--- config.mk ---
export PLATFORM = sky130hd
export DESIGN_NAME = fcs_host
export DESIGN_NICKNAME = d
export VERILOG_FILES = /design/src/rtl/fcs_pkg.sv /design/src/rtl/fcs_host.sv
export SDC_FILE = /design/constraint.sdc
export NUM_CORES = 1
export LEC_CHECK = 0
export ABC_AREA = 1
export BUFFER_PORTS_ARGS = -buffer_cell sky130_fd_sc_hd__buf_2
export CAP_MARGIN = 20
export CORE_MARGIN = 10
export CORE_UTILIZATION = 40
export CTS_BUF_LIST = sky130_fd_sc_hd__clkbuf_8
export CTS_CLUSTER_SIZE = 8
export DETAILED_ROUTE_END_ITERATION = 6
export PLACE_DENSITY = 0.7
export SETUP_SLACK_MARGIN = 0.3
export SLEW_MARGIN = 5
export SYNTH_ARGS = -nofsm -noshare
export SYNTH_HDL_FRONTEND = slang
export SYNTH_SLANG_ARGS = --single-unit
export TNS_END_PERCENT = 5
--- constraint.sdc ---
create_clock -name core_clk -period 3.1 [get_ports core_clk]
set_input_delay 0 -clock core_clk [delete_from_list [all_inputs] [get_ports core_clk]]
set_output_delay 0 -clock core_clk [all_outputs]
set_load 0.03 [all_outputs]
--- src/rtl/fcs_pkg.sv ---
// package of command codes, pin timing and states for the flash command host
package fcs_pkg;
   localparam logic [7:0] CMD_READ = 8'h00;
   localparam logic [7:0] CMD_IDENT = 8'h90;
   localparam logic [7:0] CMD_ERASE = 8'h20;
   localparam logic [7:0] CMD_ERASE_VERIFY = 8'hA0;
   localparam logic [7:0] CMD_PROGRAM = 8'h40;
   localparam logic [7:0] CMD_PROGRAM_VERIFY = 8'hC0;
   localparam logic [7:0] CMD_RESET = 8'hFF;
   localparam logic [7:0] ERASED_BYTE = 8'hFF;
   localparam int CLK_MHZ = 40;
   localparam int PROG_PULSE_US = 10;
   localparam int PROG_PULSE_CYC = PROG_PULSE_US * CLK_MHZ;
   localparam int PROG_MAX_TRIES = 25;
   localparam int ERASE_PULSE_MS = 10;
   localparam int ERASE_PULSE_CYC = ERASE_PULSE_MS * 1000 * CLK_MHZ;
   localparam int ERASE_MAX_TRIES = 1000;
   localparam int STROBE_CYC = 4;
   localparam int READ_CYC = 6;
   localparam logic [2:0] OP_READ = 3'h0;
   localparam logic [2:0] OP_IDENT = 3'h1;
   localparam logic [2:0] OP_PROGRAM = 3'h2;
   localparam logic [2:0] OP_ERASE = 3'h3;
   localparam logic [2:0] OP_ABORT = 3'h4;
   typedef enum logic [6:0] {
      ST_IDLE = 7'h01,
      ST_WRITE = 7'h02,
      ST_GAP = 7'h04,
      ST_WAIT = 7'h08,
      ST_READ = 7'h10,
      ST_NEXT = 7'h20,
      ST_DONE = 7'h40
   } fcs_state_t;
endpackage : fcs_pkg

--- src/rtl/fcs_host.sv ---
// host controller that drives a byte-wide flash through its command register
`timescale 1ns/10ps
`default_nettype none
module fcs_host
   import fcs_pkg::*;
#(
   parameter int ADDR_W = 17,
   parameter int ERASE_CYC = ERASE_PULSE_CYC
) (
   input wire logic core_clk,
   input wire logic srst,
   input wire logic req_valid,
   input wire logic [2:0] req_op,
   input wire logic [ADDR_W-1:0] req_addr,
   input wire logic [7:0] req_data,
   output logic req_ready,
   output logic done_pulse,
   output logic done_fail,
   output logic [7:0] done_data,
   output logic [ADDR_W-1:0] flash_addr,
   output logic [7:0] flash_dq_out,
   output logic flash_dq_oe,
   input wire logic [7:0] flash_dq_in,
   output logic flash_ce_n,
   output logic flash_we_n,
   output logic flash_oe_n,
   output logic flash_vpp_en
);
   // refuse sizes the address counter and the pulse timer cannot serve
   if (ADDR_W < 2 || ADDR_W > 24 || ERASE_CYC < 1) begin : g_bad_params
      $error("fcs_host: bad parameters");
   end
   localparam logic [ADDR_W-1:0] LAST_ADDR = {ADDR_W{1'b1}};
   typedef struct packed {
      fcs_state_t st;
      logic [2:0] op;
      logic [2:0] step;
      logic [ADDR_W-1:0] addr;
      logic [7:0] data;
      logic [7:0] wbyte;
      logic [ADDR_W-1:0] waddr;
      logic [31:0] cnt;
      logic [9:0] tries;
      logic busy;
      logic done;
      logic fail;
      logic [7:0] rdata;
      logic [ADDR_W-1:0] fa;
      logic [7:0] fd;
      logic oe_dq;
      logic ce_n;
      logic we_n;
      logic oe_n;
      logic vpp;
   } fcs_regs_t;
   fcs_regs_t r_q, r_d;
   // issue one bus write: address set before strobe falls, data held through its rise
   task automatic put_write(input logic [ADDR_W-1:0] a, input logic [7:0] d);
      r_d.waddr = a;
      r_d.wbyte = d;
      r_d.st = ST_WRITE;
      r_d.cnt = 32'h0;
   endtask : put_write
   always_comb begin
      r_d = r_q;
      r_d.done = 1'b0;
      unique case (r_q.st)
         ST_IDLE: begin
            r_d.busy = 1'b0;
            if (req_valid) begin
               r_d.busy = 1'b1;
               r_d.op = req_op;
               r_d.addr = req_addr;
               r_d.data = req_data;
               r_d.step = 3'h0;
               r_d.tries = 10'h0;
               r_d.fail = 1'b0;
               r_d.vpp = 1'b1;
               unique case (req_op)
                  OP_IDENT: put_write(req_addr, CMD_IDENT);
                  OP_PROGRAM: put_write(req_addr, CMD_PROGRAM);
                  OP_ERASE: put_write(req_addr, CMD_ERASE);
                  OP_ABORT: put_write(req_addr, CMD_RESET);
                  default: put_write(req_addr, CMD_READ);
               endcase
            end
         end
         ST_WRITE: begin
            // chip enable low one cycle before the strobe falls, data driven throughout
            r_d.fa = r_q.waddr;
            r_d.fd = r_q.wbyte;
            r_d.oe_dq = 1'b1;
            r_d.oe_n = 1'b1;
            r_d.ce_n = 1'b0;
            r_d.cnt = r_q.cnt + 32'h1;
            // strobe falls one cycle after the address settles, so the fall captures it
            r_d.we_n = (r_q.cnt >= 32'h1 && r_q.cnt <= 32'(STROBE_CYC)) ? 1'b0 : 1'b1;
            if (r_q.cnt == 32'(STROBE_CYC + 1)) begin
               r_d.st = ST_GAP;
               r_d.cnt = 32'h0;
            end
         end
         ST_GAP: begin
            r_d.ce_n = 1'b1;
            r_d.oe_dq = 1'b0;
            r_d.cnt = 32'h0;
            r_d.st = ST_NEXT;
         end
         ST_WAIT: begin
            // pulse runs from one strobe rise to the next
            r_d.cnt = r_q.cnt + 32'h1;
            if (r_q.cnt + 32'h1 >= ((r_q.op == OP_ERASE) ? 32'(ERASE_CYC) : 32'(PROG_PULSE_CYC))) begin
               r_d.tries = r_q.tries + 10'h1;
               if (r_q.op == OP_ERASE)
                  put_write(r_q.addr, CMD_ERASE_VERIFY);
               else
                  put_write(r_q.addr, CMD_PROGRAM_VERIFY);
               r_d.step = 3'h3;
            end
         end
         ST_READ: begin
            r_d.fa = r_q.addr;
            r_d.ce_n = 1'b0;
            r_d.oe_n = 1'b0;
            r_d.oe_dq = 1'b0;
            r_d.cnt = r_q.cnt + 32'h1;
            if (r_q.cnt == 32'(READ_CYC)) begin
               r_d.rdata = flash_dq_in;
               r_d.ce_n = 1'b1;
               r_d.oe_n = 1'b1;
               r_d.st = ST_NEXT;
               r_d.step = r_q.step + 3'h1;
            end
         end
         ST_NEXT: begin
            r_d.st = ST_DONE;
            unique case (r_q.op)
               OP_IDENT: begin
                  if (r_q.step == 3'h0) begin
                     r_d.st = ST_READ;
                     r_d.cnt = 32'h0;
                  end
               end
               OP_PROGRAM: begin
                  if (r_q.step == 3'h0) begin
                     put_write(r_q.addr, r_q.data);
                     r_d.step = 3'h1;
                  end else if (r_q.step == 3'h1) begin
                     r_d.st = ST_WAIT;
                     r_d.cnt = 32'h0;
                  end else if (r_q.step == 3'h3) begin
                     r_d.st = ST_READ;
                     r_d.cnt = 32'h0;
                  end else if (r_q.step == 3'h6) begin
                     r_d.st = ST_DONE;
                  end else if (r_q.rdata == r_q.data) begin
                     put_write(r_q.addr, CMD_READ);
                     r_d.step = 3'h6;
                  end else if (r_q.tries >= 10'(PROG_MAX_TRIES)) begin
                     r_d.fail = 1'b1;
                     put_write(r_q.addr, CMD_READ);
                     r_d.step = 3'h6;
                  end else begin
                     put_write(r_q.addr, CMD_PROGRAM);
                     r_d.step = 3'h0;
                  end
               end
               OP_ERASE: begin
                  if (r_q.step == 3'h0) begin
                     put_write(r_q.addr, CMD_ERASE);
                     r_d.step = 3'h1;
                  end else if (r_q.step == 3'h1) begin
                     r_d.st = ST_WAIT;
                     r_d.cnt = 32'h0;
                  end else if (r_q.step == 3'h3) begin
                     r_d.st = ST_READ;
                     r_d.cnt = 32'h0;
                  end else if (r_q.step == 3'h6) begin
                     r_d.st = ST_DONE;
                  end else if (r_q.rdata == ERASED_BYTE) begin
                     if (r_q.addr == LAST_ADDR) begin
                        put_write(r_q.addr, CMD_READ);
                        r_d.step = 3'h6;
                     end else begin
                        r_d.addr = r_q.addr + 1'b1;
                        put_write(r_q.addr + 1'b1, CMD_ERASE_VERIFY);
                        r_d.step = 3'h3;
                     end
                  end else if (r_q.tries >= 10'(ERASE_MAX_TRIES)) begin
                     r_d.fail = 1'b1;
                     put_write(r_q.addr, CMD_READ);
                     r_d.step = 3'h6;
                  end else begin
                     put_write(r_q.addr, CMD_ERASE); // addr kept for resume
                     r_d.step = 3'h0;
                  end
               end
               OP_ABORT: begin
                  if (r_q.step == 3'h0) begin
                     put_write(r_q.addr, CMD_RESET);
                     r_d.step = 3'h1;
                  end else if (r_q.step == 3'h1) begin
                     put_write(r_q.addr, CMD_READ);
                     r_d.step = 3'h6;
                  end
               end
               default: ;
            endcase
         end
         ST_DONE: begin
            // supply stays up in read and ident modes; dropped after alteration ends
            r_d.vpp = (r_q.op == OP_IDENT || r_q.op == OP_READ);
            r_d.done = 1'b1;
            r_d.busy = 1'b0;
            r_d.st = ST_IDLE;
         end
         default: r_d.st = ST_IDLE;
      endcase
   end
   always_ff @(posedge core_clk) begin
      if (srst) begin
         r_q <= '0;
         r_q.st <= ST_IDLE;
         r_q.ce_n <= 1'b1;
         r_q.we_n <= 1'b1;
         r_q.oe_n <= 1'b1;
      end else begin
         r_q <= r_d;
      end
   end
   assign req_ready = ~r_q.busy;
   assign done_pulse = r_q.done;
   assign done_fail = r_q.fail;
   assign done_data = r_q.rdata;
   assign flash_addr = r_q.fa;
   assign flash_dq_out = r_q.fd;
   assign flash_dq_oe = r_q.oe_dq;
   assign flash_ce_n = r_q.ce_n;
   assign flash_we_n = r_q.we_n;
   assign flash_oe_n = r_q.oe_n;
   assign flash_vpp_en = r_q.vpp;
   // independent count of pulse length, kept apart from the sequencer's own counter
   logic [9:0] pulse_len_q;
   always_ff @(posedge core_clk) begin
      if (srst || r_q.st != ST_WAIT) pulse_len_q <= 10'h000;
      else pulse_len_q <= pulse_len_q + 10'h001;
   end
   a_strobe_needs_ce: assert property (@(posedge core_clk) disable iff (srst)
      !flash_we_n |-> !flash_ce_n && flash_dq_oe) else $error("write strobe without chip enable");
   a_no_bus_fight: assert property (@(posedge core_clk) disable iff (srst)
      !flash_oe_n |-> !flash_dq_oe && flash_we_n) else $error("read while driving data");
   a_strobe_width: assert property (@(posedge core_clk) disable iff (srst)
      $fell(flash_we_n) |-> !flash_we_n [*4] ##1 flash_we_n) else $error("strobe width wrong");
   a_addr_stable: assert property (@(posedge core_clk) disable iff (srst)
      !flash_we_n |=> $stable(flash_addr) || flash_we_n) else $error("address moved in strobe");
   a_write_vpp: assert property (@(posedge core_clk) disable iff (srst)
      !flash_we_n |-> flash_vpp_en) else $error("write without program supply");
   a_prog_tries: assert property (@(posedge core_clk) disable iff (srst)
      r_q.op == OP_PROGRAM && r_q.busy |-> r_q.tries <= 10'(PROG_MAX_TRIES))
      else $error("too many program pulses");
   a_done_idle: assert property (@(posedge core_clk) disable iff (srst)
      done_pulse |-> req_ready ##1 !done_pulse) else $error("done not one cycle");
   a_pulse_length: assert property (@(posedge core_clk) disable iff (srst)
      $fell(r_q.st == ST_WAIT) && r_q.op == OP_PROGRAM |-> pulse_len_q == 10'(PROG_PULSE_CYC))
      else $error("program pulse length wrong");
endmodule : fcs_host
`default_nettype wire

Word-level counts from Yosys, hierarchy flattened

Cells that the tools add are included.

Word-level logic and storage cells: 203
Register bits after elaboration: 146
Input bits: 39
Output and inout bits: 41

Equality and inequality tests: 59
Reduce and logical (&&, ||, !) cells: 23
Magnitude comparators: 5
Muxes and demuxes: 91
Add/subtract/negate cells: 4
Bitwise gates (word level): 1

Operators by type and width:

| kind                  | count |
|---|---|
| $mux 57               | 8 |
| $pmux 57 s4           | 1 |
| $mux 32               | 6 |
| $pmux 32 s6           | 1 |
| $mux 56               | 3 |
| $pmux 25 s3           | 2 |
| $pmux 32 s4           | 1 |
| $mux 106              | 1 |
| $mux 25               | 4 |
| $mux 7                | 10 |
| $mux 17               | 4 |
| $pmux 17 s2           | 2 |
| $mux 67               | 1 |
| $eq 32x3->1 const B   | 2 |
| $mux 20               | 3 |
| $mux 55               | 1 |
| $mux 3                | 14 |
| $pmux 7 s6            | 1 |
| $ne 3x3->1 const B    | 13 |
| $add 32x1->32 const B | 1 |
| $ge 32x1->1 const B   | 1 |
| $ge 32x19->1          | 1 |
| $le 32x3->1 const B   | 1 |
| $ne 4x4->1 const B    | 7 |
| 48 further kinds      | 94 |

Longest topological paths before layout

Depth in word-level cells: 9
Gate-level depth with buffers: 24
Gate-level depth less buffers: 22

Worst setup path before layout

OpenSTA, ideal clock, no wires.

Kind: flip-flop to flip-flop
Start point: register r_q[116] (netlist bit)
End point: register r_q[126] (netlist bit)
Arrival: 2.938 ns
Stages on the path, launching flop included: 19
Required time: 3.005 ns
Path buffers: 2
Slack: 0.067 ns
Setup time: 0.095 ns
Cell sequence: dfxtp_1 ha_1 nand3_1 inv_1 nand3_1 nor3_1 nand3_1 nor2_1 ha_1 clkbuf_1 inv_1 nand2_1 inv_1 nand4_1 nand2_1 inv_1 clkbuf_1 a31oi_1 a221oi_1

Cells in the longest elaborated chain, start to end: 9
Elaborated cells on any way between the ends: 12

Ends and longest elaborated chain:

| item                   | line            | source |
|---|---|---|
| start, declared        | fcs_host.sv:56  | `fcs_regs_t r_q, r_d;` |
| start signal, assigned | fcs_host.sv:228 | `r_q <= r_d;` |
| $add 17x1->17          | fcs_host.sv:185 | `r_d.addr = r_q.addr + 1'b1;` |
| $mux 17                | fcs_host.sv:181 | `if (r_q.addr == LAST_ADDR) begin` |
| $mux 17                | fcs_host.sv:180 | `end else if (r_q.rdata == ERASED_BYTE) begin` |
| $mux 20                | fcs_host.sv:178 | `end else if (r_q.step == 3'h6) begin` |
| $mux 20                | fcs_host.sv:175 | `end else if (r_q.step == 3'h3) begin` |
| $mux 20                | fcs_host.sv:172 | `end else if (r_q.step == 3'h1) begin` |
| $mux 17                | fcs_host.sv:169 | `if (r_q.step == 3'h0) begin` |
| $mux 17                | fcs_host.sv:137 | `unique case (r_q.op)` |
| $pmux 17 s2            | fcs_host.sv:67  | `unique case (r_q.st)` |

Several ways; a longest one is shown, not always the timed one. The select of a mux whose other input is x is not followed.
A chain may end at the register's enable or synchronous reset.

Worst setup path after layout

Start point: register r_q[64] (netlist bit)
End point: register r_q[101] (netlist bit)

Cells in the longest elaborated chain, start to end: 4

Ends and longest elaborated chain:

| item                        | line            | source |
|---|---|---|
| $add 32x1->32               | fcs_host.sv:112 | `if (r_q.cnt + 32'h1 >= ((r_q.op == OP_ERASE) ? 32'(ERASE_CYC) : 32'(PROG_PULSE_CYC))) begin` |
| $ge 32x19->1                | fcs_host.sv:112 |  |
| $ne 2x2->1 (no line)        | --              |  |
| $reduce_and 11->1 (no line) | --              |  |

No other way between the ends.

==> results.json <==
{
  "fillers": 2341,
  "ff2ff_path_depth": 18,
  "p_int_mw": 3.09,
  "viasPerCell": 5.38,
  "firstDrtPassIters": 6,
  "drv_slew": 0,
  "dp_hpwl_um": 21900,
  "layout-drive-gt1-share_pct": 16.7,
  "synth-edff-count": 0,
  "path_class": "reg2reg",
  "crit_end": "r_q[101]$_SDFFE_PP0P_",
  "io_buffers": 79,
  "cts_max_level": 4,
  "final_cell_mix": "nand2_1, nor2_1, inv_1, dfxtp_1, nand3_1",
  "crit_start": "r_q[64]$_SDFFE_PP0P_",
  "ys_types": 49,
  "ios": 80,
  "stdcell_count": 1956,
  "nNetsFinal": 1686,
  "core_mm2": 0.0233,
  "clock_power_share_pct": 35.2,
  "avgSynthCellArea_um2": 6.19,
  "drt_iter0_markers": 1119,
  "critPathLaunchType": "register",
  "fmax_mhz": 356,
  "hold_ws_ns": 0.0780,
  "holdCritPathClass": "in2reg",
  "r2r-end": "r_q[101]$_SDFFE_PP0P_",
  "r2r_slack_ns": 0.29,
  "gp_congestion": 0.950,
  "fin_crit_sh_pct": 90.6,
  "vdd_drop_max_uv": 229,
  "seqPwrFrac_pct": 43.6,
  "drcViolationCount": 0,
  "antenna_left": 0,
  "relSlewSlack_pct": 33.2,
  "cp_max_fo": 7,
  "rsz0062_at_grt": "true",
  "utilization_pct": 48.9,
  "syn_to_final_growth_pct": 21.0,
  "finalWirelength_um": 31600,
  "setup_viol": 0,
  "combPwrFrac_pct": 21.2,
  "fin_area_mm2": 0.0114,
  "initial_core_util_pct": 40.5,
  "layout_commonest_cell": "nand2_1",
  "die-area_mm2": 0.0301,
  "netlist_instances": 1524,
  "sw_frac_of_total_pct": 34.4,
  "die_h_um": 174,
  "status": "finished clean",
  "required_ns": 3.50,
  "grt_pass1_wl_um": 49800,
  "grt_max_degree": 78,
  "grtUsageTotal_pct": 19.9,
  "ys.flop_type": "dfxtp_1",
  "max-cap-violations": 0,
  "antenna_found_initial": 1,
  "detailed_place.area_mm2": 0.0101,
  "rr_startpoint": "r_q[64]$_SDFFE_PP0P_",
  "clkLatencyLatePin_ns": 0.48,
  "dp_cells": 1866,
  "synth-async-reset-ratio_pct": 0,
  "worstMarginPinSlew_ns": 1.00,
  "netlist_area_mm2": 0.00944,
  "ys_warn_count": 0,
  "dieWidth_um": 174,
  "setup_tns_ns": 0,
  "grt_overflow": 0,
  "path_clk_slew_ns": 0.09,
  "num_vias": 10500,
  "clockRootBuffer": "clkbuf_8",
  "fp-row-count": 56,
  "hold_viol_final": 0,
  "synth-seq-cells": 146,
  "cts_tree": "done",
  "clockBufferDepth": 2,
  "ys_seq_area_share_pct": 31.0,
  "leakagePower_nw": 5.00,
  "grt_pass1_vias": 9600,
  "post_drt_wl_per_cell_um": 16.2,
  "fin_skew_ns": 0.0229,
  "cts_buffers": 17,
  "end_kind": "register",
  "synth_nets": 1587,
  "p_sw_mw": 1.62,
  "cts.sinks": 146,
  "power.density_mw_per_mm2": 412,
  "period_minus_slack_ns": 2.81,
  "arrival_ns": 3.21
}
-- what timing repair did --
action,in CTS,in global routing
pin swaps,2,20
endpoints found under the setup margin,77,88
setup buffers,1,16
gates resized for setup,25,70
gates cloned,0,2
endpoints found under the hold margin,47,9
hold buffers,36,1
-- through the flow --
| step | worst slack (ns) | power, mW |
|---|---|---|
| finish | 0.290 | 4.71 |
| global route | 0.0578 | 4.92 |
| CTS | 0.265 | 4.66 |
| detailed placement | 0.0620 | 3.00 |
| global placement | 0.106 | 2.99 |
| floorplan | 0.315 | 2.71 |
-- cells by family after synthesis --
logic type	Yosys count	synth area share, %
fa+ha+maj	24	3.18
simple gates	789	35.7
xor+xnor	20	1.86
compound gates	280	16.1
flops	146	31.0
buf+inv	265	12.2
-- sequential cells by signal, indices dropped and copies added (netlist names) --
signal / count
flash_addr: 17
done_fail: 1
done_data: 8
flash_ce_n: 1
flash_vpp_en: 1
flash_dq_out: 8
flash_oe_n: 1
flash_dq_oe: 1
flash_we_n: 1
done_pulse: 1
r_q: 106
-- cell type report --
type | count | area (um2) | area share, %
multi-input cells | 1113 | 5660 | 49.6
flip-flops and latches | 146 | 2960 | 25.9
repair buffers | 184 | 1360 | 11.9
inverters | 161 | 614 | 5.38
well taps | 319 | 399 | 3.50
clock buffers | 18 | 248 | 2.17
clock inverters | 14 | 169 | 1.48
diodes | 1 | 2.50 | 0.0219
-- per-layer routing --
metal / GRT usage [%] / part of all wire (%)
met1: 23.7 / 41
met2: 34.6 / 48
met3: 3.64 / 6.6
met4: 8.19 / 4.0
met5: 0 / 0
-- worst min path at each step --
stage                              start                   endpoint  slack [ns]  depth (start not counted)
final                          req_valid      r_q[121]$_SDFFE_PP0P_        0.08                          3
after global placement    flash_dq_in[3]  done_data[3]$_SDFFE_PP0P_        0.28                          3
after floorplan                req_op[0]      r_q[136]$_SDFFE_PP0P_        0.17                          2
after detailed placement     req_data[4]      r_q[112]$_SDFFE_PP0P_        0.29                          3
after global routing           req_valid      r_q[121]$_SDFFE_PP0P_        0.08                          3
after CTS                      req_valid      r_q[121]$_SDFFE_PP0P_        0.06                          3
-- power groups by stage --
stage	clock [mW]	sequential, mW	combinational [mW]
floorplan	0	2.08	0.623
global placement	0	2.10	0.890
detailed placement	0	2.10	0.898
CTS	1.66	2.06	0.943
global route	1.75	2.06	1.11
finish	1.65	2.05	0.999
-- Yosys cell counts (2+ instances only) --
| cell type | count | area share [%] |
|---|---|---|
| inv_2 | 3 | 0.12 |
| inv_1 | 158 | 6.3 |
| clkbuf_1 | 55 | 2.2 |
| o2111ai_1 | 2 | 0.19 |
| nor3_1 | 17 | 0.90 |
| nand3_1 | 124 | 6.6 |
| nor4_1 | 8 | 0.53 |
| nand4_1 | 21 | 1.4 |
| o21ai_1 | 7 | 0.37 |
| nand3b_1 | 6 | 0.48 |
| nor2_2 | 11 | 0.73 |
| xor2_1 | 17 | 1.6 |
| o311ai_0 | 2 | 0.19 |
| or2_2 | 8 | 0.53 |
| a221oi_1 | 5 | 0.46 |
| buf_2 | 8 | 0.42 |
| nand2_1 | 398 | 16 |
| nor2_1 | 179 | 7.1 |
| dfxtp_1 | 146 | 31 |
| o21bai_1 | 2 | 0.16 |
| buf_6 | 2 | 0.24 |
| buf_4 | 36 | 2.9 |
| nor2_4 | 2 | 0.24 |
| o21ai_0 | 107 | 5.7 |
| a21oi_1 | 121 | 6.4 |
| nand3_2 | 4 | 0.42 |
| nand2_2 | 3 | 0.20 |
| ha_1 | 24 | 3.2 |
| a31oi_1 | 10 | 0.66 |
| a211oi_1 | 11 | 0.87 |
| o22ai_1 | 4 | 0.27 |
| buf_1 | 3 | 0.12 |
| nor3_2 | 2 | 0.21 |
| xnor2_1 | 3 | 0.28 |
-- critical path, stage by stage, from the launching register on --
cell	delay, ns
dfxtp_1	0.47
nand2_1	0.14
nor2_1	0.17
nand2_1	0.12
nor2_4	0.13
nand2_1	0.09
xor2_2	0.16
ha_1	0.28
inv_1	0.04
nor2_2	0.11
nand2_1	0.06
nor2_1	0.11
nand2_2	0.09
nand3_4	0.12
nand3_4	0.11
nor2_4	0.16
buf_6	0.16
nand2_1	0.07
a21oi_2	0.13
Power figures use the tool's default switching activity.
